<file path="src/logic/lpst_map.svh">
/*
  register offsets, field positions, reset values and timing figures of the
  panel sync timing generator.
  assumes inclusion by bare name from the package and the design module.
*/
`ifndef LPST_MAP_SVH
`define LPST_MAP_SVH

`define LPST_OFF_CTRL 32'h0000_0000
`define LPST_OFF_SIZE 32'h0000_0004
`define LPST_OFF_HPAR 32'h0000_0008
`define LPST_OFF_VPAR 32'h0000_000C
`define LPST_OFF_CKDV 32'h0000_0010
`define LPST_OFF_STAT 32'h0000_0014

`define LPST_CTRL_EN_BIT 0
`define LPST_CTRL_LPOL_BIT 1
`define LPST_CTRL_FPOL_BIT 2
`define LPST_CKDV_INV_BIT 0
`define LPST_CKDV_DLY_LSB 4
`define LPST_CKDV_DLY_MSB 5
`define LPST_CKDV_DIV_LSB 8
`define LPST_CKDV_DIV_MSB 15

`define LPST_CTRL_RST 32'h0000_0000
`define LPST_SIZE_RST 32'h0010_0010
`define LPST_HPAR_RST 32'h0004_0404
`define LPST_VPAR_RST 32'h0002_0202
`define LPST_CKDV_RST 32'h0000_0300

`define LPST_MIN_PCP_PS 7500
`define LPST_MIN_DIV 3

`endif

</file>
<file path="src/logic/lpst_pkg.sv">
/*
  types shared by the panel sync timing generator.
  assumes lpst_map.svh is on the include path.
*/
`default_nettype none
package lpst_pkg;
  `include "lpst_map.svh"

  typedef enum logic [1:0] {
    LPST_SYNC = 2'b00,
    LPST_BACK = 2'b01,
    LPST_ACT = 2'b11,
    LPST_FRONT = 2'b10
  } lpst_phase_t;

  typedef struct packed {
    logic clk;
    logic line;
    logic frame;
    logic de;
    logic [23:0] data;
  } lpst_panel_t;

  typedef struct packed {
    logic [31:0] ctrl;
    logic [31:0] size;
    logic [31:0] hpar;
    logic [31:0] vpar;
    logic [31:0] ckdv;
    logic [31:0] rdat;
    logic ack;
    logic [7:0] div_cnt;
    logic pclk;
    logic [3:0] ph_hist;
    lpst_phase_t hph;
    lpst_phase_t vph;
    logic [11:0] hcnt;
    logic [11:0] vcnt;
    logic [11:0] xpos;
    logic [11:0] ypos;
    logic line_act;
    logic frame_act;
    logic de;
    logic [23:0] data;
    logic [15:0] frames;
  } lpst_state_t;
endpackage : lpst_pkg
`default_nettype wire

</file>
<file path="src/logic/lpst_timing_gen.sv">
/*
  panel line and frame timing generator with a classic wishbone slave.
  register map, byte offsets:
    0x00 control: bit 0 enable, bit 1 line sync active low,
         bit 2 frame sync active low
    0x04 active area size: [11:0] width in pixels, [27:16] height in lines
    0x08 line sync params: [7:0] pulse, [15:8] back porch, [23:16] front porch
    0x0c frame sync params: same fields, counted in whole lines
    0x10 clock divider control: bit 0 invert panel clock, [5:4] phase delay
         in clk cycles, [15:8] divide ratio, ratios below three act as three
    0x14 status, read only: [1:0] line phase, [3:2] frame phase, bit 4 line
         sync active, bit 5 frame sync active, [31:16] frames completed
  unmapped offsets read zero, ignore writes and are still acknowledged.
  assumes a single 25 MHz clock; pixel data arrives synchronously on the
  same clock and is taken on each pixel clock rising edge while de is high.
  assumes software programs the sizes before it sets the enable bit.
*/
// Summary of operation
// outputs launch on pixel clock rising edge
// panel clock follows pixel clock polarity; the code inverts it when divider control bit 0 is set
// selectable sync polarity, active-high after reset
// data enable always active-high
// line: pulse, back porch, active, front
// frame intervals counted in whole lines
// size and sync counts programmable by software
// software keeps pixel clock at most third
// software keeps pixel period over 7.5ns
// panel clock edge and phase selectable
// data enable only in active pixels
`default_nettype none
`include "lpst_map.svh"
module lpst_timing_gen
  import lpst_pkg::*;
(
  input wire logic clk,
  input wire logic sys_rst,
  input wire logic wb_cyc_i,
  input wire logic wb_stb_i,
  input wire logic wb_we_i,
  input wire logic [31:0] wb_adr_i,
  input wire logic [31:0] wb_dat_i,
  input wire logic [3:0] wb_sel_i,
  output logic [31:0] wb_dat_o,
  output logic wb_ack_o,
  input wire logic [23:0] pixel_in,
  output logic pixel_req,
  output logic [11:0] pixel_x,
  output logic [11:0] pixel_y,
  output lpst_panel_t panel_out
);

  lpst_state_t s_reg;
  lpst_state_t s_next;

  function automatic logic [31:0] wb_merge(input logic [31:0] old,
                                          input logic [31:0] nw,
                                          input logic [3:0] sel);
    logic [31:0] r;
    r = old;
    for (int i = 0; i < 4; i++)
    begin
      if (sel[i])
      begin
        r[i*8 +: 8] = nw[i*8 +: 8];
      end
    end
    return r;
  endfunction : wb_merge

  // a zero count would wrap the last-count compare into a 4096-count phase, so treat it as a count of one
  function automatic logic [11:0] at_least_one(input logic [11:0] v);
    return (v == 12'h000) ? 12'h001 : v;
  endfunction : at_least_one

  function automatic logic [11:0] phase_len(input lpst_phase_t ph,
                                           input logic [11:0] pw,
                                           input logic [11:0] bp,
                                           input logic [11:0] act,
                                           input logic [11:0] fp);
    logic [11:0] r;
    r = pw;
    unique case (ph)
      LPST_SYNC: r = pw;
      LPST_BACK: r = bp;
      LPST_ACT: r = act;
      LPST_FRONT: r = fp;
    endcase
    return at_least_one(r);
  endfunction : phase_len

  // lines and frames walk the same four phases in the same order
  function automatic lpst_phase_t next_phase(input lpst_phase_t ph);
    lpst_phase_t r;
    r = LPST_SYNC;
    unique case (ph)
      LPST_SYNC: r = LPST_BACK;
      LPST_BACK: r = LPST_ACT;
      LPST_ACT: r = LPST_FRONT;
      LPST_FRONT: r = LPST_SYNC;
    endcase
    return r;
  endfunction : next_phase

  // an 8-bit count field of a sync parameter word, widened to counter size
  function automatic logic [11:0] count_field(input logic [31:0] par,
                                             input logic [1:0] idx);
    return {4'h0, par[idx*8 +: 8]};
  endfunction : count_field

  logic bus_req;
  logic [7:0] div_max;
  logic [1:0] dly_sel;
  logic pclk_rise;
  logic [11:0] hlen;
  logic [11:0] vlen;
  logic line_end;
  logic hdly;
  logic h_last;
  logic v_last;
  logic act_pixel;

  assign bus_req = wb_cyc_i && wb_stb_i && !s_reg.ack;
  // never divide below three, so the pixel rate stays within a third of clk
  assign div_max = (s_reg.ckdv[`LPST_CKDV_DIV_MSB:`LPST_CKDV_DIV_LSB] < 8'(`LPST_MIN_DIV))
    ? 8'(`LPST_MIN_DIV - 1)
    : s_reg.ckdv[`LPST_CKDV_DIV_MSB:`LPST_CKDV_DIV_LSB] - 8'h01;
  assign dly_sel = s_reg.ckdv[`LPST_CKDV_DLY_MSB:`LPST_CKDV_DLY_LSB];
  // >= rather than ==: a divide lowered mid-period ends the period at once
  // instead of running the counter round through all 256 values
  assign pclk_rise = (s_reg.div_cnt >= div_max);
  // horizontal counts: pulse byte 0, back porch byte 1, front porch byte 2
  assign hlen = phase_len(s_reg.hph,
    count_field(s_reg.hpar, 2'h0),
    count_field(s_reg.hpar, 2'h1),
    s_reg.size[11:0],
    count_field(s_reg.hpar, 2'h2));
  assign vlen = phase_len(s_reg.vph,
    count_field(s_reg.vpar, 2'h0),
    count_field(s_reg.vpar, 2'h1),
    s_reg.size[27:16],
    count_field(s_reg.vpar, 2'h2));
  // same reasoning for the phase counters when software shrinks a count
  assign h_last = (s_reg.hcnt >= hlen - 12'h001);
  assign v_last = (s_reg.vcnt >= vlen - 12'h001);
  assign line_end = (s_reg.hph == LPST_FRONT) && h_last;
  assign act_pixel = (s_reg.hph == LPST_ACT) && (s_reg.vph == LPST_ACT);
  // history bit k is the pixel clock k + 1 clocks ago, so delay d reads bit d - 1
  assign hdly = s_reg.ph_hist[dly_sel - 2'h1];

  // one next-state process for the bus slave, the pixel clock divider, the
  // line and frame counters and the output registers; the sync, enable and data
  // outputs are registered here and leave on the same clock edge, the panel clock after its phase delay
  always_comb
  begin
    s_next = s_reg;
    s_next.ack = 1'b0;
    if (bus_req)
    begin
      s_next.ack = 1'b1;
      if (wb_we_i)
      begin
        unique case (wb_adr_i)
          `LPST_OFF_CTRL: s_next.ctrl = wb_merge(s_reg.ctrl, wb_dat_i, wb_sel_i);
          `LPST_OFF_SIZE: s_next.size = wb_merge(s_reg.size, wb_dat_i, wb_sel_i);
          `LPST_OFF_HPAR: s_next.hpar = wb_merge(s_reg.hpar, wb_dat_i, wb_sel_i);
          `LPST_OFF_VPAR: s_next.vpar = wb_merge(s_reg.vpar, wb_dat_i, wb_sel_i);
          `LPST_OFF_CKDV: s_next.ckdv = wb_merge(s_reg.ckdv, wb_dat_i, wb_sel_i);
          default: s_next.rdat = 32'h0000_0000;
        endcase
        s_next.rdat = 32'h0000_0000;
      end
      else
      begin
        unique case (wb_adr_i)
          `LPST_OFF_CTRL: s_next.rdat = s_reg.ctrl;
          `LPST_OFF_SIZE: s_next.rdat = s_reg.size;
          `LPST_OFF_HPAR: s_next.rdat = s_reg.hpar;
          `LPST_OFF_VPAR: s_next.rdat = s_reg.vpar;
          `LPST_OFF_CKDV: s_next.rdat = s_reg.ckdv;
          `LPST_OFF_STAT: s_next.rdat = {s_reg.frames, 10'h000, s_reg.frame_act,
            s_reg.line_act, s_reg.vph, s_reg.hph};
          default: s_next.rdat = 32'h0000_0000;
        endcase
      end
    end
    s_next.div_cnt = pclk_rise ? 8'h00 : s_reg.div_cnt + 8'h01;
    // pixel clock high in the first half of the divide period; at the
    // minimum divide of three it is high for two clocks out of three
    s_next.pclk = (s_next.div_cnt <= (div_max >> 1));
    // disabled: park at the start of a sync pulse so enabling starts a clean frame
    if (!s_reg.ctrl[`LPST_CTRL_EN_BIT])
    begin
      s_next.hph = LPST_SYNC;
      s_next.vph = LPST_SYNC;
      s_next.hcnt = 12'h000;
      s_next.vcnt = 12'h000;
      s_next.xpos = 12'h000;
      s_next.ypos = 12'h000;
      s_next.line_act = 1'b0;
      s_next.frame_act = 1'b0;
      s_next.de = 1'b0;
    end
    else if (pclk_rise)
    begin
      // line, frame, enable and data outputs launch here, on the pixel clock rise
      s_next.de = act_pixel;
      s_next.line_act = (s_reg.hph == LPST_SYNC);
      s_next.frame_act = (s_reg.vph == LPST_SYNC);
      if (s_next.de)
      begin
        s_next.data = pixel_in;
      end
      if (s_reg.hph == LPST_ACT)
      begin
        s_next.xpos = s_reg.xpos + 12'h001;
      end
      if (h_last)
      begin
        s_next.hcnt = 12'h000;
        s_next.hph = next_phase(s_reg.hph);
        if (line_end)
        begin
          s_next.xpos = 12'h000;
          if (s_reg.vph == LPST_ACT)
          begin
            s_next.ypos = s_reg.ypos + 12'h001;
          end
          if (v_last)
          begin
            s_next.vcnt = 12'h000;
            s_next.vph = next_phase(s_reg.vph);
            if (s_reg.vph == LPST_FRONT)
            begin
              s_next.ypos = 12'h000;
              s_next.frames = s_reg.frames + 16'h0001;
            end
          end
          else
          begin
            s_next.vcnt = s_reg.vcnt + 12'h001;
          end
        end
      end
      else
      begin
        s_next.hcnt = s_reg.hcnt + 12'h001;
      end
    end
    // shift register of the pixel clock gives selectable phase delay
    s_next.ph_hist = {s_reg.ph_hist[2:0], s_reg.pclk};
  end

  always_ff @(posedge clk or posedge sys_rst)
  begin
    if (sys_rst)
    begin
      s_reg <= '0;
      s_reg.ctrl <= `LPST_CTRL_RST;
      s_reg.size <= `LPST_SIZE_RST;
      s_reg.hpar <= `LPST_HPAR_RST;
      s_reg.vpar <= `LPST_VPAR_RST;
      s_reg.ckdv <= `LPST_CKDV_RST;
    end
    else
    begin
      s_reg <= s_next;
    end
  end

  assign wb_dat_o = s_reg.rdat;
  assign wb_ack_o = s_reg.ack;
  assign pixel_req = s_reg.ctrl[`LPST_CTRL_EN_BIT] && pclk_rise && act_pixel;
  assign pixel_x = s_reg.xpos;
  assign pixel_y = s_reg.ypos;
  // delay 0 forwards the pixel clock as is; inversion selects the falling edge
  assign panel_out.clk = (dly_sel == 2'b00 ? s_reg.pclk : hdly)
    ^ s_reg.ckdv[`LPST_CKDV_INV_BIT];
  assign panel_out.line = s_reg.line_act ^ s_reg.ctrl[`LPST_CTRL_LPOL_BIT];
  assign panel_out.frame = s_reg.frame_act ^ s_reg.ctrl[`LPST_CTRL_FPOL_BIT];
  assign panel_out.de = s_reg.de;
  assign panel_out.data = s_reg.data;

endmodule : lpst_timing_gen
`default_nettype wire

</file>
<file path="config.mk">
export PLATFORM = sky130hd
export DESIGN_NAME = lpst_timing_gen
export DESIGN_NICKNAME = d
export VERILOG_FILES = /design/src/logic/lpst_pkg.sv /design/src/logic/lpst_timing_gen.sv
export VERILOG_INCLUDE_DIRS = /design/src /design/src/logic
export SDC_FILE = /design/constraint.sdc
export NUM_CORES = 1
export LEC_CHECK = 0
export BUFFER_PORTS_ARGS = -buffer_cell sky130_fd_sc_hd__buf_2
export CAP_MARGIN = 20
export CORE_ASPECT_RATIO = 0.75
export CORE_MARGIN = 2
export CORE_UTILIZATION = 30
export CTS_CLUSTER_DIAMETER = 150
export DETAILED_ROUTE_END_ITERATION = 10
export GPL_TIMING_DRIVEN = 0
export HOLD_SLACK_MARGIN = 0.06
export PLACE_DENSITY = 0.46
export SYNTH_ARGS = -nofsm -noshare
export SYNTH_HDL_FRONTEND = slang
export SYNTH_SLANG_ARGS = --single-unit
</file>
<file path="constraint.sdc">
create_clock -name clk -period 9.4 [get_ports clk]
set_input_delay 0 -clock clk [delete_from_list [all_inputs] [get_ports clk]]
set_output_delay 0 -clock clk [all_outputs]
set_load 0.01 [all_outputs]
</file>
==> impl_metrics.csv, run 1 <==
group,metric,value,unit
yosys,yosys-top-cells-area,"dfrtp_1 44%, mux2_1 11%, mux4_2 6.6%",
timing,slew_viol_final,0,
detailed_routing,wl_per_cell,20.82,microns
cts,cts_tree,"built",
setup_path,critPathBufInv,3,
setup_path,slowest_delay,0.65,ns
global_routing,grt_pass1_vias,12557,
cells_and_area,diodes,0,
setup_path,critPathArrivalTime,6.56,ns
setup_path,criticalPathCategory,"flip-flop to flip-flop",
timing,period_share,64.98,%
timing,rsz0062_at_grt,"false",
timing,layout_min_cycle_time,6.108,ns
pwr,vdd_drop_max,0.1048,mV
yosys,synth_top_area_share,44.35,%
floorplan,ios,183,
cts,clockBufferDepth,3,
yosys,yosys_register_bits,301,
cells_and_area,multiInputGateArea,7900,sq um
global_routing,overflow,0,
setup_path,path_cells,"clkbuf_1 -> clkbuf_1 -> mux4_2 -> nor2_1 -> nand2_1 -> nor3b_1 -> nor2_1 -> ha_1 -> nand3_1 -> a21oi_1 -> a31oi_1 -> ha_1 -> a21o_1 -> a211oi_1 -> nor3b_1 -> nand2_1 -> clkbuf_1 -> a211oi_1 -> o32ai_1",
global_routing,grt_max_degree,116,
cells_and_area,n_fill_cell,5394,
detailed_routing,finalWirelength,51610,microns
timing,tightest_slew,1.118,ns
yosys,synth_cell_types,73,
pwr,comb_power_share,4.1,%
yosys,ys_seq_area_share,45.95,%
yosys,yosysMostFrequentCell,"dfrtp_1",
setup_path,crit_top_cell,"clkbuf_1",
cts,clk_latency,0.57,ns
global_routing,track_usage,18.27,%
pwr,power.leakage,9.480,nW
detailed_routing,drt_iter0_markers,930,
placed_design,gp_congestion,0.8266,
cells_and_area,seq_area,7545,sq um
floorplan,dieArea,56630,sq um
pwr,clkPwrFrac,49.6,%
cells_and_area,fin_nets,1877,
cts,cts_made_buffers,35,
detailed_routing,dr_total_vias,12758,
setup_path,cp_max_fo,10,
pwr,power_frac_seq,46.3,%
timing,fin_skew,0.02942,ns
pwr,internal_power,2.140,mW
setup_path,cp-end-kind,"flip-flop",
status,status,"completed",
pwr,powerDensity,139.3,nW/um^2
setup_path,cp_slowest_cell,"clkbuf_1",
detailed_routing,ant_nets,0,
pwr,total_power,2.800,mW
yosys,postSynthCellCount,1446,
global_routing,grt_pass1_wl,78560,microns
yosys,synthFlopType,"dfrtp_1",
timing,final_hold_viol_count,0,
timing,slew_headroom,25.22,%
hold_path,hold_path.class,"input pin to flip-flop",
yosys,synth_edf_count,0,
yosys,yosysWarnings,0,
detailed_routing,vias_per_cell,5.146,
timing,setup_viol,0,
floorplan,die_h,206.6,microns
floorplan,chipWidth,274.1,microns
yosys,syn_nets,1593,
yosys,yosysTopAreaCell,"dfrtp_1",
cells_and_area,largest_reg_flops,213,
floorplan,rows,74,
yosys,syn_area,16420,sq um
yosys,synthArstFlopShare,100.0,%
pwr,p_sw,659.4,uW
timing,timing.hold.ws,0.1077,ns
detailed_routing,route.detailed.drc,0,
run,cap_violations,0,
cts,clock-root-buffer,"clkbuf_16",
cells_and_area,drive_gt1_share,25.04,%
yosys,synthTopCellsByCount,"291 x dfrtp_1, 155 x mux2_1, 124 x nand2_1, 81 x buf_4, 60 x nor2_1",
global_routing,antenna_found_initial,1,
detailed_routing,dr.pass1.iters,5,
cts,cts-htree-levels,2,
cells_and_area,syn_to_final_growth,22.41,%
floorplan,core,54260,sq um
cts,clock-sinks,301,
yosys,avgSynthCellArea,11.35,sq um
placed_design,port_buffers,181,
setup_path,crit_family,"buffers and inverters",
cts,clkSlewWorstSetupHoldPaths,0.06,ns
cts,cts_resized,0,
setup_path,critPathRequiredTime,9.85,ns
placed_design,hpwl,38250,microns
pwr,p_sw_share,23.55,%
cts,cts_setup_buffers,0,
timing,clock.fmax,163.7,MHz
floorplan,start_util,30.26,%
setup_path,crit_path_start_kind,"flip-flop",
[cell type report]
type / count / share of cell area, %
multi-input combinational: 972 / 39.31
sequential: 301 / 37.54
timing repair buffer: 247 / 8.056
clock buffer: 51 / 4.956
tap: 722 / 4.495
buffer: 149 / 4.395
clock inverter: 13 / 0.7596
inverter: 24 / 0.4856
[kinds of logic after synthesis]
kind of cell,synth area share (%)
compound gates,9.153
mux,19.97
buf+inv,5.929
simple gates,13.05
xor+xnor,2.134
fa+ha+maj,3.810
flops,45.95
[worst reg2reg max path, delay by kind of cell, from the launching register on]
kind                     cells  cell delay, ns
buffers and inverters        3            1.63
AO/OA/AOI/OAI                6            1.49
AND/OR/NAND/NOR              7            1.47
multiplexers                 1            0.54
adder cells (fa/ha/maj)      2            0.54
flip-flops                   1            0.34
[worst paths after layout]
path | from | endpoint | slack (ns) | cells past startpoint
min in group asynchronous | sys_rst | wb_dat_o[14] | 0.58 | 4
hold reg to reg | s_next[98] | s_reg[98] | 0.37 | 0
setup / recovery | s_reg[92] | pixel_y[7] | 3.29 | 19
max in group asynchronous | sys_rst | pixel_y[3] | 7.21 | 7
setup reg to reg | s_reg[92] | pixel_y[7] | 3.29 | 19
hold / removal | wb_adr_i[14] | wb_dat_o[29] | 0.11 | 6
[layout by cell type, fill, tap and decap left out, types with 35 or more instances in the layout]
master         synthesis  routed
clkbuf_1              51      61
mux2_1               155     155
buf_4                 81      81
a21oi_1               41      41
nand2_1              124     124
nor2_1                60      60
ha_1                  50      50
clkbuf_16              0      35
dfrtp_1              291     291
dlygate4sd3_1          0      63
mux4_2                48      48
nand3_1               51      51
buf_2                 10     191
o21ai_1               40      40
[power groups by stage]
stage | registers, mW | logic [mW] | clock network (mW)
floorplan | 1.32 | 0.0406 | 0
global placement | 1.32 | 0.0918 | 0
detailed placement | 1.32 | 0.0977 | 0
CTS | 1.30 | 0.118 | 1.43
global route | 1.30 | 0.128 | 1.49
finish | 1.30 | 0.116 | 1.39
[routing by layer]
layer	track usage [%]	vias up	wire length [microns]	share of wire (%)
met5	0	-	10	0.019
met4	4.891	2	1176	2.3
met3	2.707	73	2010	3.9
met2	26.52	278	22020	43
met1	28.11	6518	26390	51
li1	-	5887	-	-
[through the flow]
stage,utilization [%],area [sq um],setup WS (ns),TNS [ns],cells
floorplan,-,16420,1.099,0,1446
global placement,33.59,18230,-3.034,-871.33,2349
detailed placement,33.76,18320,3.426,0,2352
CTS,37.04,20100,3.355,0,2479
global route,37.04,20100,2.723,0,2479
finish,37.04,20100,3.292,0,2479
[what timing repair did]
item / CTS / global route
endpoints found under the setup margin: 0 / 0
hold buffers: 63 / 0
endpoints found under the hold margin: 336 / 0
(Power assumes the default switching activity.)
==> inputs of run 2 (changes only) <==
clock period = 5.7 ns   (was 9.4 ns; I/O delays follow)
==> impl_metrics.csv, run 2 (same netlist as run 1, synthesis figures left out) <==
group,metric,value,unit
timing,clock.fmax,190.7,MHz
cells_and_area,fin_area,20170,sq um
cts,clkSlewWorstSetupHoldPaths,0.06,ns
cells_and_area,layout_common_cells,"290 x dfrtp_1, 190 x buf_2, 155 x mux2_1",
cts,clock-root-buffer,"clkbuf_16",
timing,setup_viol,0,
pwr,total_power,4.620,mW
detailed_routing,route.detailed.drc,0,
run,cap_violations,0,
detailed_routing,finalWirelength,51860,microns
cts,clk_latency,0.57,ns
floorplan,ios,183,
cts,cts_made_buffers,36,
timing,worst_slack,0.4572,ns
hold_path,hold_path.class,"input pin to flip-flop",
pwr,vdd_drop_max,0.1687,mV
detailed_routing,vias_per_cell,5.162,
floorplan,dieArea,56630,sq um
timing,rsz0062_at_grt,"false",
status,status,"completed",
global_routing,grt_pass1_vias,12601,
global_routing,antenna_found_initial,4,
timing,tightest_slew,1.075,ns
timing,slew_headroom,28.08,%
timing,final_hold_viol_count,0,
setup_path,cp_max_fo,10,
setup_path,critPathArrivalTime,5.71,ns
setup_path,cp-end-kind,"flip-flop",
timing,period_share,91.98,%
detailed_routing,drt_iter0_markers,857,
cts,clock-sinks,301,
placed_design,gp_congestion,0.8358,
timing,slew_viol_final,0,
cts,clockBufferDepth,3,
floorplan,die_h,206.6,microns
pwr,powerDensity,229.0,nW/um^2
placed_design,dpl_cell_area,18390,sq um
setup_path,critPathRequiredTime,6.17,ns
cells_and_area,largest_reg_flops,213,
global_routing,track_usage,18.42,%
detailed_routing,ant_nets,0,
placed_design,dp_slack,-0.2208,ns
floorplan,start_util,30.26,%
cells_and_area,diodes,0,
cts,cts_tree,"built",
global_routing,grt_max_degree,40,
detailed_routing,dr.pass1.iters,5,
floorplan,core,54260,sq um
placed_design,port_buffers,181,
detailed_routing,wl_per_cell,20.92,microns
cells_and_area,drive_gt1_share,25.50,%
floorplan,rows,74,
cells_and_area,fin_util,37.18,%
setup_path,criticalPathCategory,"flip-flop to flip-flop",
global_routing,overflow,0,
pwr,power.leakage,9.514,nW
floorplan,chipWidth,274.1,microns
detailed_routing,dr_total_vias,12796,
global_routing,grt_pass1_wl,78960,microns
cells_and_area,syn_to_final_growth,22.86,%
cts,cts-htree-levels,2,
placed_design,place_inst,2357,
cells_and_area,layout_commonest_cell,"dfrtp_1",
timing,fin_skew,0.02495,ns
setup_path,crit_path_start_kind,"flip-flop",
timing,layout_min_cycle_time,5.243,ns
cells_and_area,n_fill_cell,5445,
placed_design,hpwl,38960,microns
cells_and_area,fin_nets,1879,
cells_and_area,finalNonFillerCells,2479,
run 2: cell types whose count changed in the layout (fill, tap and decap cells not counted), moves of 2 or more:
cell           delta
buf_12            +8
clkinv_2          -8
clkbuf_2          +5
buf_16            -3
dlygate4sd3_1     -2
run 2: path summary, 6_finish.rpt:
| path | startpoint | end | slack, ns | cells after the start |
|---|---|---|---|---|
| max reg2reg | s_reg[93] | pixel_y[5] | 0.46 | 15 |
| min in group asynchronous | sys_rst | s_reg[147] | 0.12 | 3 |
| min | wb_adr_i[21] | wb_dat_o[30] | 0.10 | 6 |
| min reg2reg | s_next[98] | s_reg[98] | 0.37 | 0 |
| max | s_reg[93] | pixel_y[5] | 0.46 | 15 |
| max in group asynchronous | sys_rst | s_reg[8] | 4.35 | 6 |
run 2: cell type report:
class                      instances  area, sq um  area share (%)
sequential                       301         7546           37.41
buffer                           147        884.6           4.385
multi-input combinational        972         7935           39.34
clock inverter                     4        75.07          0.3722
tap                              722        903.4           4.478
clock buffer                      59         1057           5.241
inverter                          24        93.84          0.4652
timing repair buffer             250         1677           8.312
run 2: timing repair:
item | in CTS | in global routing
hold buffers | 61 | 0
pin swaps | 0 | 1
buffers inserted | 0 | 0
endpoints found under the hold margin | 247 | 0
endpoints found under the setup margin | 33 | 59
resized for setup | 6 | 10
run 2: report_power, final:
part	internal (mW)	leakage, nW	total [mW]	switching, mW
sequential	2.14	4.15	2.14	0.000410
clock	1.32	0.548	2.29	0.968
combinational	0.0772	4.82	0.195	0.118
run 2: routing by layer:
layer | vias to the layer above | global-route usage, % | share of wire, %
li1 | 5867 | - | -
met1 | 6512 | 28.02 | 50
met2 | 337 | 26.51 | 43
met3 | 74 | 3.586 | 5.7
met4 | 6 | 4.833 | 2.1
met5 | - | 0 | 0.073
run 2: stage by stage:
stage / hold WS (ns) / TNS, ns
global route: 0.1003 / 0
CTS: 0.06083 / 0
detailed placement: 0.1762 / -2.435
global placement: 0.2180 / -131.94
floorplan: 0.1317 / 0
finish: 0.1011 / 0
run 2: critical path, cell delays in order, from the launching register on:
cell      delay [ns]
dfrtp_1         0.35
buf_6           0.15
buf_2           0.34
mux4_2          0.65
nand2b_1        0.19
or3_4           0.39
or4_1           0.41
a21o_1          0.20
ha_1            0.32
nand4_1         0.11
a2111o_1        0.41
o22a_1          0.21
a21boi_2        0.43
clkbuf_1        0.50
nand3_1         0.25
o22ai_1         0.24
